## src/core/spwm_consts.svh

```systemverilog
// constants for the stepper pwm configuration and status block
// Functional notes
// - PWM rate is 2/1024, 2/683, 2/512 or 2/410 of the clock for select 00, 01, 10, 11.
// - A back-EMF term, gradient times 256 divided by the measured step period, adds to amplitude.
// - The gradient from one-time memory is the power-up default, valid even with immediate quiet mode.
// - After automatic tuning the learned gradient is readable so software can save it as a seed.
// - The 8-bit standstill offset sits in bits 7..0, is referred to scale 31, and resets to 36.
// - A zero offset keeps the automatic scale from going below the motor lower measurement threshold.
// - A nonzero offset lets automatic scaling go down to low duty cycles below that threshold.
// - Status bit 31 flags standstill once 2^20 clocks passed since the last step, in every mode.
// - Status bit 30 reads 1 while the quiet chopper runs and 0 while the current chopper runs.
// - Status bits 20..16 show the actual current scale.
`ifndef SPWM_CONSTS_SVH
`define SPWM_CONSTS_SVH

// ----------------------------------------
// register addresses
// ----------------------------------------
`define SPWM_ADDR_W        7
`define SPWM_STATUS_ADDR   7'h6f
`define SPWM_QUIET_CHOPPER_PWM_CONFIG_ADDR  7'h70
`define SPWM_PWMAUTO_ADDR  7'h72

// ----------------------------------------
// field positions and reset values
// ----------------------------------------
`define SPWM_OFS_LSB       0
`define SPWM_GRAD_LSB      8
`define SPWM_FREQ_LSB      16
`define SPWM_ASCALE_BIT    18
`define SPWM_AGRAD_BIT     19
`define SPWM_STST_BIT      31
`define SPWM_QUIET_BIT     30
`define SPWM_CS_LSB        16
`define SPWM_OFS_RST       8'h24
`define SPWM_CONF_RST      32'h000c_0024

// ----------------------------------------
// timing
// ----------------------------------------
`define SPWM_STST_CLKS     1048576
`define SPWM_CNT_W         21
`define SPWM_MEASURED_STEP_PERIOD_MAX     20'hfffff
`define SPWM_DIV_1024      11'h400
`define SPWM_DIV_683       11'h2ab
`define SPWM_DIV_512       11'h200
`define SPWM_DIV_410       11'h19a

`endif

```

## src/core/spwm_pkg.sv

```systemverilog
// types for the stepper pwm configuration and status block
package spwm_pkg;
    typedef enum logic [1:0] {
        SPWM_RATE_1024,
        SPWM_RATE_683,
        SPWM_RATE_512,
        SPWM_RATE_410
    } spwm_rate_t;

    typedef logic [7:0]  spwm_byte_t;
    typedef logic [19:0] spwm_measured_step_period_t;
endpackage

```

## src/core/spwm_top.sv

```systemverilog
// stepper pwm configuration, amplitude and driver status logic
`timescale 1ns/1ns
`include "spwm_consts.svh"

module spwm_top #(
    parameter int STST_CLKS = `SPWM_STST_CLKS
) (
    // clock, reset, enable
    input  wire logic                    clk_in,
    input  wire logic                    nrst_in,
    input  wire logic                    ce_in,
    // register access
    input  wire logic                    reg_wr_en_in,
    input  wire logic                    reg_rd_en_in,
    input  wire logic [`SPWM_ADDR_W-1:0] reg_addr_in,
    input  wire logic [31:0]             reg_wdata_in,
    output logic      [31:0]             reg_rdata_out,
    // one-time memory default
    input  wire logic [7:0]              otp_gradient_in,
    // motion and chopper inputs
    input  wire logic                    step_in,
    input  wire logic                    quiet_mode_in,
    input  wire logic [4:0]              hold_run_current_setting_hold_in,
    input  wire logic [4:0]              hold_run_current_setting_run_in,
    input  wire logic                    cur_above_in,
    input  wire logic                    cur_below_in,
    input  wire logic [7:0]              low_thresh_in,
    input  wire logic [14:0]             low_flags_in,
    // bridge side outputs
    output logic                         pwm_tick_out,
    output logic      [7:0]              pwm_amplitude_out,
    output logic      [4:0]              cs_actual_out,
    output logic                         standstill_out,
    output logic                         quiet_active_out
);

    // ----------------------------------------
    // helpers
    // ----------------------------------------
    function automatic logic [10:0] rate_div(input spwm_pkg::spwm_rate_t sel);
        case (sel)
            spwm_pkg::SPWM_RATE_1024: rate_div = `SPWM_DIV_1024;
            spwm_pkg::SPWM_RATE_683:  rate_div = `SPWM_DIV_683;
            spwm_pkg::SPWM_RATE_512:  rate_div = `SPWM_DIV_512;
            spwm_pkg::SPWM_RATE_410:  rate_div = `SPWM_DIV_410;
            default:                  rate_div = `SPWM_DIV_1024;
        endcase
    endfunction

    // back-emf term, saturated to a byte; a zero period never occurs but is guarded
    function automatic logic [7:0] emf_term(input logic [7:0] grad,
                                             input spwm_pkg::spwm_measured_step_period_t per);
        logic [27:0] q;
        q = 28'h0;
        if (per != 20'h0) begin
            q = {4'h0, grad, 16'h0} >> 8;
            q = q / {8'h0, per};
        end
        emf_term = (q > 28'hff) ? 8'hff : q[7:0];
    endfunction

    function automatic logic [7:0] sat_add(input logic [8:0] a, input logic [7:0] b);
        logic [9:0] s;
        s = {1'b0, a} + {2'h0, b};
        sat_add = (s > 10'hff) ? 8'hff : s[7:0];
    endfunction

    // ----------------------------------------
    // configuration register
    // ----------------------------------------
    logic [31:0] conf_ff;
    logic [31:0] nxt_conf;
    logic        otp_done_ff;
    logic        nxt_otp_done;

    wire logic [7:0] cfg_ofs  = conf_ff[`SPWM_OFS_LSB +: 8];
    wire logic [7:0] cfg_grad = conf_ff[`SPWM_GRAD_LSB +: 8];
    wire logic       cfg_asc  = conf_ff[`SPWM_ASCALE_BIT];
    wire logic       cfg_agr  = conf_ff[`SPWM_AGRAD_BIT];
    wire spwm_pkg::spwm_rate_t cfg_rate =
        spwm_pkg::spwm_rate_t'(conf_ff[`SPWM_FREQ_LSB +: 2]);

    always_comb begin
        nxt_conf     = conf_ff;
        nxt_otp_done = 1'b1;
        if (!otp_done_ff) begin
            // gradient default arrives the first edge after reset, before any write
            nxt_conf[`SPWM_GRAD_LSB +: 8] = otp_gradient_in;
        end else if (reg_wr_en_in && reg_addr_in == `SPWM_QUIET_CHOPPER_PWM_CONFIG_ADDR) begin
            nxt_conf = reg_wdata_in;
        end
    end

    always_ff @(posedge clk_in or negedge nrst_in) begin
        if (!nrst_in) begin
            conf_ff     <= `SPWM_CONF_RST;
            otp_done_ff <= 1'b0;
        end else if (ce_in) begin
            conf_ff     <= nxt_conf;
            otp_done_ff <= nxt_otp_done;
        end
    end

    // ----------------------------------------
    // pwm rate generator
    // ----------------------------------------
    // counts in half clocks so the odd divisor 683 averages exactly
    logic [10:0] rate_acc_ff;
    logic [10:0] nxt_rate_acc;
    logic        tick_ff;
    logic        nxt_tick;

    always_comb begin
        logic [11:0] sum;
        sum          = {1'b0, rate_acc_ff} + 12'h2;
        nxt_rate_acc = sum[10:0];
        nxt_tick     = 1'b0;
        if (sum >= {1'b0, rate_div(cfg_rate)}) begin
            nxt_rate_acc = 11'(sum - {1'b0, rate_div(cfg_rate)});
            nxt_tick     = 1'b1;
        end
        // a switch to a faster rate can leave a stale count above the new divisor
        if (nxt_rate_acc >= rate_div(cfg_rate))
            nxt_rate_acc = 11'h0;
    end

    always_ff @(posedge clk_in or negedge nrst_in) begin
        if (!nrst_in) begin
            rate_acc_ff <= 11'h0;
            tick_ff     <= 1'b0;
        end else if (ce_in) begin
            rate_acc_ff <= nxt_rate_acc;
            tick_ff     <= nxt_tick;
        end
    end

    // ----------------------------------------
    // step period and standstill
    // ----------------------------------------
    logic [`SPWM_CNT_W-1:0]  since_ff;
    logic [`SPWM_CNT_W-1:0]  nxt_since;
    spwm_pkg::spwm_measured_step_period_t   measured_step_period_ff;
    spwm_pkg::spwm_measured_step_period_t   nxt_measured_step_period;
    logic                    stst_ff;
    logic                    nxt_stst;

    localparam logic [`SPWM_CNT_W-1:0] STST_LIM = `SPWM_CNT_W'(STST_CLKS);

    always_comb begin
        nxt_since = since_ff;
        nxt_measured_step_period = measured_step_period_ff;
        if (step_in) begin
            nxt_since = '0;
            if (since_ff >= `SPWM_CNT_W'(`SPWM_MEASURED_STEP_PERIOD_MAX))
                nxt_measured_step_period = `SPWM_MEASURED_STEP_PERIOD_MAX;
            else
                nxt_measured_step_period = since_ff[19:0] + 20'h1;
        end else if (since_ff < STST_LIM) begin
            nxt_since = since_ff + `SPWM_CNT_W'(1);
        end
        // slow motion must not keep an old short period forever
        if (!step_in && {1'b0, measured_step_period_ff} < since_ff)
            nxt_measured_step_period = (since_ff >= `SPWM_CNT_W'(`SPWM_MEASURED_STEP_PERIOD_MAX))
                        ? `SPWM_MEASURED_STEP_PERIOD_MAX : since_ff[19:0];
        nxt_stst = !step_in && nxt_since >= STST_LIM;
    end

    always_ff @(posedge clk_in or negedge nrst_in) begin
        if (!nrst_in) begin
            since_ff <= '0;
            measured_step_period_ff <= `SPWM_MEASURED_STEP_PERIOD_MAX;
            stst_ff  <= 1'b0;
        end else if (ce_in) begin
            since_ff <= nxt_since;
            measured_step_period_ff <= nxt_measured_step_period;
            stst_ff  <= nxt_stst;
        end
    end

    // ----------------------------------------
    // current scale, chopper mode, automatic tuning
    // ----------------------------------------
    logic [4:0] cs_ff;
    logic [4:0] nxt_cs;
    logic       quiet_ff;
    logic       nxt_quiet;
    logic       asc_d_ff;
    logic       nxt_asc_d;
    logic [7:0] auto_ofs_ff;
    logic [7:0] nxt_auto_ofs;
    logic [7:0] lgrad_ff;
    logic [7:0] nxt_lgrad;
    logic [7:0] floor_v;

    always_comb begin
        nxt_cs = stst_ff ? hold_run_current_setting_hold_in
                         : hold_run_current_setting_run_in;
        nxt_quiet    = quiet_mode_in;
        nxt_asc_d    = cfg_asc;
        nxt_auto_ofs = auto_ofs_ff;
        nxt_lgrad    = lgrad_ff;
        // zero offset keeps regulation above the measurable floor
        floor_v = (cfg_ofs == 8'h0) ? low_thresh_in : 8'h0;
        if (!cfg_asc) begin
            // tuning follows the user values until autoscale is switched on
            nxt_auto_ofs = cfg_ofs;
            nxt_lgrad    = cfg_grad;
        end else if (tick_ff && quiet_ff) begin
            if (cur_above_in && auto_ofs_ff > floor_v) begin
                nxt_auto_ofs = auto_ofs_ff - 8'h1;
            end else if (cur_below_in && auto_ofs_ff != 8'hff) begin
                nxt_auto_ofs = auto_ofs_ff + 8'h1;
            end
            if (auto_ofs_ff < floor_v)
                nxt_auto_ofs = floor_v;
            if (cfg_agr && !stst_ff) begin
                if (cur_above_in && lgrad_ff != 8'h0)
                    nxt_lgrad = lgrad_ff - 8'h1;
                else if (cur_below_in && lgrad_ff != 8'hff)
                    nxt_lgrad = lgrad_ff + 8'h1;
            end
        end
        // autoscale is on from reset, so the learned gradient needs the same default
        if (!otp_done_ff)
            nxt_lgrad = otp_gradient_in;
    end

    always_ff @(posedge clk_in or negedge nrst_in) begin
        if (!nrst_in) begin
            cs_ff       <= 5'h0;
            quiet_ff    <= 1'b0;
            asc_d_ff    <= 1'b0;
            auto_ofs_ff <= `SPWM_OFS_RST;
            lgrad_ff    <= 8'h0;
        end else if (ce_in) begin
            cs_ff       <= nxt_cs;
            quiet_ff    <= nxt_quiet;
            asc_d_ff    <= nxt_asc_d;
            auto_ofs_ff <= nxt_auto_ofs;
            lgrad_ff    <= nxt_lgrad;
        end
    end

    // ----------------------------------------
    // amplitude
    // ----------------------------------------
    logic [7:0] ampl_ff;
    logic [7:0] nxt_ampl;

    always_comb begin
        logic [13:0] prod;
        prod = 14'({6'h0, cfg_ofs} * ({9'h0, cs_ff} + 14'h1));
        if (cfg_asc && asc_d_ff)
            nxt_ampl = sat_add({1'b0, auto_ofs_ff}, emf_term(lgrad_ff, measured_step_period_ff));
        else
            nxt_ampl = sat_add(prod[13:5], emf_term(cfg_grad, measured_step_period_ff));
    end

    always_ff @(posedge clk_in or negedge nrst_in) begin
        if (!nrst_in)
            ampl_ff <= 8'h0;
        else if (ce_in)
            ampl_ff <= nxt_ampl;
    end

    // ----------------------------------------
    // register read
    // ----------------------------------------
    logic [31:0] rdata_ff;
    logic [31:0] nxt_rdata;

    always_comb begin
        nxt_rdata = rdata_ff;
        if (reg_rd_en_in) begin
            case (reg_addr_in)
                `SPWM_STATUS_ADDR: begin
                    nxt_rdata = 32'h0;
                    nxt_rdata[`SPWM_STST_BIT]     = stst_ff;
                    nxt_rdata[`SPWM_QUIET_BIT]    = quiet_ff;
                    nxt_rdata[`SPWM_CS_LSB +: 5]  = cs_ff;
                    nxt_rdata[14:0]               = low_flags_in;
                end
                `SPWM_QUIET_CHOPPER_PWM_CONFIG_ADDR: nxt_rdata = conf_ff;
                `SPWM_PWMAUTO_ADDR: nxt_rdata = {8'h0, lgrad_ff, 8'h0, auto_ofs_ff};
                default:            nxt_rdata = 32'h0;
            endcase
        end
    end

    always_ff @(posedge clk_in or negedge nrst_in) begin
        if (!nrst_in)
            rdata_ff <= 32'h0;
        else if (ce_in)
            rdata_ff <= nxt_rdata;
    end

    // ----------------------------------------
    // outputs
    // ----------------------------------------
    assign reg_rdata_out     = rdata_ff;
    assign pwm_tick_out      = tick_ff;
    assign pwm_amplitude_out = ampl_ff;
    assign cs_actual_out     = cs_ff;
    assign standstill_out    = stst_ff;
    assign quiet_active_out  = quiet_ff;

endmodule // spwm_top

```

## config.mk

```make
export PLATFORM = sky130hd
export DESIGN_NAME = spwm_top
export DESIGN_NICKNAME = d
export VERILOG_FILES = /design/src/core/spwm_pkg.sv /design/src/core/spwm_top.sv
export VERILOG_INCLUDE_DIRS = /design/src /design/src/core
export SDC_FILE = /design/constraint.sdc
export NUM_CORES = 1
export LEC_CHECK = 0
export BUFFER_PORTS_ARGS = -buffer_cell sky130_fd_sc_hd__buf_2
export CAP_MARGIN = 20
export CELL_PAD_IN_SITES_DETAIL_PLACEMENT = 1
export CELL_PAD_IN_SITES_GLOBAL_PLACEMENT = 2
export CORE_UTILIZATION = 39
export DETAILED_ROUTE_END_ITERATION = 10
export GPL_ROUTABILITY_DRIVEN = 0
export GPL_TIMING_DRIVEN = 1
export HOLD_SLACK_MARGIN = 0.15
export PLACE_DENSITY = 0.85
export SYNTH_ARGS = -nofsm -noshare
export SYNTH_HDL_FRONTEND = slang
export SYNTH_SLANG_ARGS = --single-unit
export TNS_END_PERCENT = 30
```

## constraint.sdc

```tcl
create_clock -name clk_in -period 90.9 [get_ports clk_in]
set_input_delay 0 -clock clk_in [delete_from_list [all_inputs] [get_ports clk_in]]
set_output_delay 0 -clock clk_in [all_outputs]
set_load 0.005 [all_outputs]
```

### Word level (Yosys, flattened, before mapping)

Cells that the tools add are included.

* register bits after elaboration: 150
* latch bits: 0
* RAM bits: 0
* memory bits (read-only): 0
* input port bits: 89
* output and inout bits: 48
* word-level logic and storage cells: 114
* memories: 0

* add/sub/neg operators: 11
* multipliers: 1
* div/mod/pow operators: 2
* magnitude comparators: 12
* equality and inequality tests: 14
* shift-type cells: 0
* multiplexer cells: 36
* bitwise gates (word level): 0
* reduce and logical (&&, ||, !) cells: 23

Operators with widths (number)
* two-way mux 8 bit: 18
* two-way mux 28 bit: 4
* one-hot mux 32 bit (3 select lines): 1
* two-way mux 20 bit: 4
* divider 16 x 20 -> 28 bit: 2
* greater-than comparator 28 x 8 -> 1 bit, second input constant: 2
* one-hot mux 11 bit (4 select lines): 1
* two-way mux 21 bit: 2
* two-way mux 11 bit: 3
* adder 21 x 1 -> 21 bit, second input constant: 1
* equality test 7 bit, second input constant: 3
* >= comparator 21 x 20 -> 1 bit, second input constant: 1
* >= comparator 21 bit, second input constant: 1
* < comparator 20 x 21 -> 1 bit: 1
* < comparator 21 bit, second input constant: 1
* adder 20 x 1 -> 20 bit, second input constant: 1
* nonzero test 20 bit: 1
* adder 8 x 1 -> 8 bit, second input constant: 2
* two-way mux 16 bit: 1
* != test 8 bit, second input constant: 2
* subtractor 8 x 1 -> 8 bit, second input constant: 2
* multiplier 8 x 6 -> 14 bit: 1
* adder 11 x 2 -> 12 bit, second input constant: 1
* >= comparator 12 x 11 -> 1 bit: 1
* 26 further kinds: 42

### Logic depth before layout (Yosys ltp)

* word-level depth: 9
* gate-level depth with buffers: 323
* depth with buffers taken out: 290

### Worst setup path after synthesis

Ideal clock, no wire load.

* path type: register to register
* start: register measured_step_period_ff[0]
* end: register ampl_ff[7] (netlist: pwm_amplitude_out[7])
* arrival time: 63.546 ns
* required time: 90.764 ns
* slack: 27.218 ns
* cell stages (with the launch flop): 301
* buffers on the path: 39
* period minus slack after synthesis: 63.682 ns
* cells stage by stage: dfstp_2 -> clkbuf_1 -> clkbuf_1 -> clkbuf_1 -> inv_1 -> clkbuf_1 -> ha_1 -> o211ai_1 -> a211oi_1 -> a31oi_1 -> nor2_1 -> ha_1 -> or3_1 -> o22ai_1 -> or3_1 -> buf_2 -> nand3b_1 -> o21ai_0 -> [... 265 more ...] -> a21oi_1 -> nand2_1 -> inv_1 -> nand3_1 -> o22ai_1 -> a21oi_1 -> ha_1 -> inv_1 -> fa_1 -> inv_1 -> a21oi_1 -> o21ai_0 -> a21oi_1 -> o21ai_0 -> a21o_1 -> a211o_1 -> o221ai_1 -> o21ai_0

* cells in the longest elaborated chain, start to end: 9

Ends and longest elaborated chain
* start, declared: RTL line spwm_top.sv:142 `spwm_pkg::spwm_measured_step_period_t measured_step_period_ff;`
* start signal, assigned: RTL line spwm_top.sv:171 `` measured_step_period_ff <= `SPWM_MEASURED_STEP_PERIOD_MAX; ``
* start signal, assigned: RTL line spwm_top.sv:175 `measured_step_period_ff <= nxt_measured_step_period;`
* divider 16 x 20 -> 28 bit / nonzero test 20 bit (equally long branches): RTL line spwm_top.sv:57, spwm_top.sv:55
* two-way mux 28 bit: RTL line spwm_top.sv:55 `if (per != 20'h0) begin`
* two-way mux 28 bit: RTL line spwm_top.sv:253 `if (cfg_asc && asc_d_ff)`
* greater-than comparator 28 x 8 -> 1 bit: RTL line spwm_top.sv:59 `emf_term = (q > 28'hff) ? 8'hff : q[7:0];`
* two-way mux 8 bit: RTL line spwm_top.sv:59
* adder 9 x 8 -> 10 bit / adder 8 x 8 -> 9 bit (equally long branches): RTL line spwm_top.sv:64 `s = {1'b0, a} + {2'h0, b};`
* greater-than comparator 10 x 8 -> 1 bit / greater-than comparator 9 x 8 -> 1 bit (equally long branches): RTL line spwm_top.sv:65 `sat_add = (s > 10'hff) ? 8'hff : s[7:0];`
* two-way mux 8 bit: RTL line spwm_top.sv:65
* two-way mux 8 bit (*): RTL line spwm_top.sv:253
* end signal, assigned: RTL line spwm_top.sv:263 `ampl_ff <= nxt_ampl;`
* end, declared: RTL line spwm_top.sv:247 `logic [7:0] ampl_ff;`

Every way passes the cells marked *; elsewhere a longest branch is shown, timed or not. The select of a mux whose other input is x is not followed.
A chain may end at the register's enable or synchronous reset.

### Worst setup path in the final report

* start: register measured_step_period_ff[1]
* end: register ampl_ff[3] (netlist: pwm_amplitude_out[3])

The elaborated chain is that of the path after synthesis.

==> results.sh <==
export IMPL_numCtsBuffers=17
export IMPL_placed_cell_area_mm2=0.0548
export IMPL_fin_skew_ns=0.0146
export IMPL_final_cell_mix="ha_1, a21oi_1, nand2_1"
export IMPL_netlist_area_mm2=0.0519
export IMPL_ys_flop_type="dfrtp_1"
export IMPL_start_util_pct=39.4
export IMPL_clock_sinks=149
export IMPL_first_pass_iters=8
export IMPL_cp_max_fo=35
export IMPL_synthCells=7096
export IMPL_area_delta_synth_final_pct=8.49
export IMPL_holdWs_ns=0.190
export IMPL_critical_path_slowest_cell="o22ai_2"
export IMPL_worst_slew_pin_slew_ns=1.10
export IMPL_critical_path_most_common_cell="ha_1"
export IMPL_ant_nets=0
export IMPL_routed_wl_mm=208
export IMPL_synth_edf_count=0
export IMPL_worst_endpoint_arrival_ns=74.69
export IMPL_path_clk_slew_ns=0.07
export IMPL_yosys_warnings=0
export IMPL_maxSlewHeadroom_pct=27.0
export IMPL_ys_seq_area_share_pct=7.24
export IMPL_layout_commonest_cell="ha_1"
export IMPL_clockRootBuffer="clkbuf_16"
export IMPL_vias=56100
export IMPL_clock_fmax_ghz=0.0134
export IMPL_clockBufferDepth=2
export IMPL_core_mm2=0.132
export IMPL_grt_usage_pct=29.7
export IMPL_rows=133
export IMPL_setup_viol_count_final=0
export IMPL_synthArstFlopShare_pct=100
export IMPL_fillers=16700
export IMPL_clock_latency_ns=0.46
export IMPL_min_period_ns=74.38
export IMPL_grt_pass1_wl_mm=325
export IMPL_synth_seq_cells=149
export IMPL_die_height_um=367
export IMPL_cp_num_buf_inv=18
export IMPL_die_w_um=367
export IMPL_io_pins=137
export IMPL_critical_path_max_stage_delay_ns=0.83
export IMPL_required_ns=91.21
export IMPL_antenna_found_initial=5
export IMPL_crit_type="flop to flop"
export IMPL_dieArea_mm2=0.135
export IMPL_vias_per_cell=6.22
export IMPL_drc_errors=0
export IMPL_final_nets=8192
export IMPL_grt_pass1_vias=57600
export IMPL_path_delay_family="compound AO/OA/AOI/OAI gates"
export IMPL_fin_setup_tns_ns=0
export IMPL_cts_tree="built"
export IMPL_syn_area_per_cell_um2=7.32
export IMPL_rsz0062_at_grt="false"
export IMPL_hold_violations=0
export IMPL_slew_violations=0
export IMPL_run_status="completed"
export IMPL_rrSetupSlack_ns=16.52
export IMPL_ys_types=126
export IMPL_period_share_pct=81.8
export IMPL_htreeDepth=4
export IMPL_cp_end_kind="flop"
export IMPL_hp_class="primary input to flop"
export IMPL_final_cell_area_mm2=0.0563
export IMPL_startpoint_type="flop"
export IMPL_dp_final_hpwl_mm=162
export IMPL_portBuffers=136
export IMPL_wl_per_cell_um=23.0
export IMPL_post_cts_setup_buffer_count=0
export IMPL_grt_max_degree=89
export IMPL_overflow=0
export IMPL_drive_gt1_share_pct=10.0
export IMPL_first_iter_violations=3264
export IMPL_maxCapViolCount=0
stage by stage:
step | utilization (%) | std cells | setup slack [ns]
after detailed placement | 41.6 | 8895 | 17.82
after floorplan | - | 7119 | 27.22
after global placement | 41.6 | 8895 | 19.25
after CTS | 42.7 | 9016 | 17.50
final | 42.7 | 9020 | 16.52
after global routing | 42.7 | 9020 | 11.48
worst min-delay path, delay by kind of cell:
kind	cells	cell delay (ns)
AOI/OAI and AO/OA	1	0.06
buffers and inverters	2	0.36
and+or+nand+nor	2	0.17
layer usage:
| metal | vias up | global-route usage [%] | part of all wire, % |
|---|---|---|---|
| met5 | - | 0 | 0 |
| met4 | 0 | 11.0 | 4.0 |
| met3 | 361 | 2.43 | 3.7 |
| met2 | 1199 | 52.0 | 48 |
| met1 | 27700 | 37.7 | 45 |
| li1 | 26800 | - | - |
cell usage after synthesis, drive strengths merged, types with 20 or more instances:
library cell | n | share of area [%]
a21o | 287 | 4.1
inv | 314 | 2.3
xor2 | 169 | 2.9
a311oi | 29 | 0.51
dfrtp | 123 | 5.9
and4 | 25 | 0.43
a211o | 25 | 0.42
fa | 31 | 1.2
nor2b | 77 | 0.93
xnor2 | 329 | 5.6
o31a | 25 | 0.42
o21bai | 59 | 0.86
and2 | 72 | 0.87
clkbuf | 162 | 1.2
or4 | 29 | 0.43
a2111oi | 24 | 0.47
or2 | 58 | 0.70
o22ai | 23 | 0.29
and3 | 75 | 0.90
a31oi | 73 | 0.88
nand2 | 648 | 4.7
mux2i | 55 | 1.1
nand4 | 93 | 1.1
o21ai | 465 | 4.5
o21a | 164 | 2.4
o31ai | 86 | 1.3
a22oi | 23 | 0.34
ha | 823 | 20
a21boi | 48 | 0.69
nor4 | 42 | 0.58
a211oi | 77 | 1.2
dfstp | 26 | 1.3
nand3 | 167 | 1.6
a21oi | 671 | 6.5
nor3b | 20 | 0.29
nor3 | 187 | 1.8
nor2 | 638 | 4.6
buf | 41 | 0.38
mux2 | 279 | 6.2
or3 | 68 | 0.82
o211ai | 93 | 1.3
nand2b | 94 | 1.1
area by class of cell:
type	count	area, um^2	area share, %
inverter	316	1190	2.11
clock buffer	20	467	0.829
multi-input combinational	6451	46300	82.2
clock inverter	12	141	0.251
tap	1755	2200	3.90
sequential	149	3760	6.68
antenna	3	7.51	0.0133
timing repair buffer	314	2250	3.99
cells by family (layout without fill, tap and decap cells):
| group | count (synthesis) | count (layout) | share of synthesized area [%] |
|---|---|---|---|
| muxes | 334 | 334 | 7.29 |
| other | 1 | 27 | 0.00722 |
| xor gates and xnor gates | 498 | 498 | 8.40 |
| adders and majority gates | 854 | 854 | 21.0 |
| AOI/OAI and AO/OA | 2396 | 2396 | 30.3 |
| buffers and inverters | 519 | 662 | 3.83 |
| and+or+nand+nor | 2345 | 2345 | 21.9 |
| DFF | 149 | 149 | 7.24 |
flip-flops by register name, summed over array words and instances (netlist names), 5 cells and up:
| register | flops |
|---|---|
| conf_ff | 32 |
| reg_rdata_out | 32 |
| since_ff | 21 |
| measured_step_period_ff | 20 |
| rate_acc_ff | 11 |
| auto_ofs_ff | 8 |
| lgrad_ff | 8 |
| pwm_amplitude_out | 8 |
| cs_actual_out | 5 |
path summary, 6_finish.rpt:
check,startpoint,end,cells past startpoint
worst max-delay path,measured_step_period_ff[1],pwm_amplitude_out[3],261
worst min-delay path,reg_rd_en_in,reg_rdata_out[28],5
min in group asynchronous,nrst_in,cs_actual_out[0],2
max in group asynchronous,nrst_in,since_ff[16],3
worst max register to register,measured_step_period_ff[1],pwm_amplitude_out[3],261
worst min register to register,reg_rdata_out[2],reg_rdata_out[2],2
repair_timing:
item / 4_1_cts / 5_1_grt
gates resized for setup: 0 / 0
hold endpoints to repair: 166 / 0
hold buffers: 89 / 0
Power is left out: the tool's default activity adds up to more than one toggle a clock period on the data nets, which glitch-free logic cannot reach.
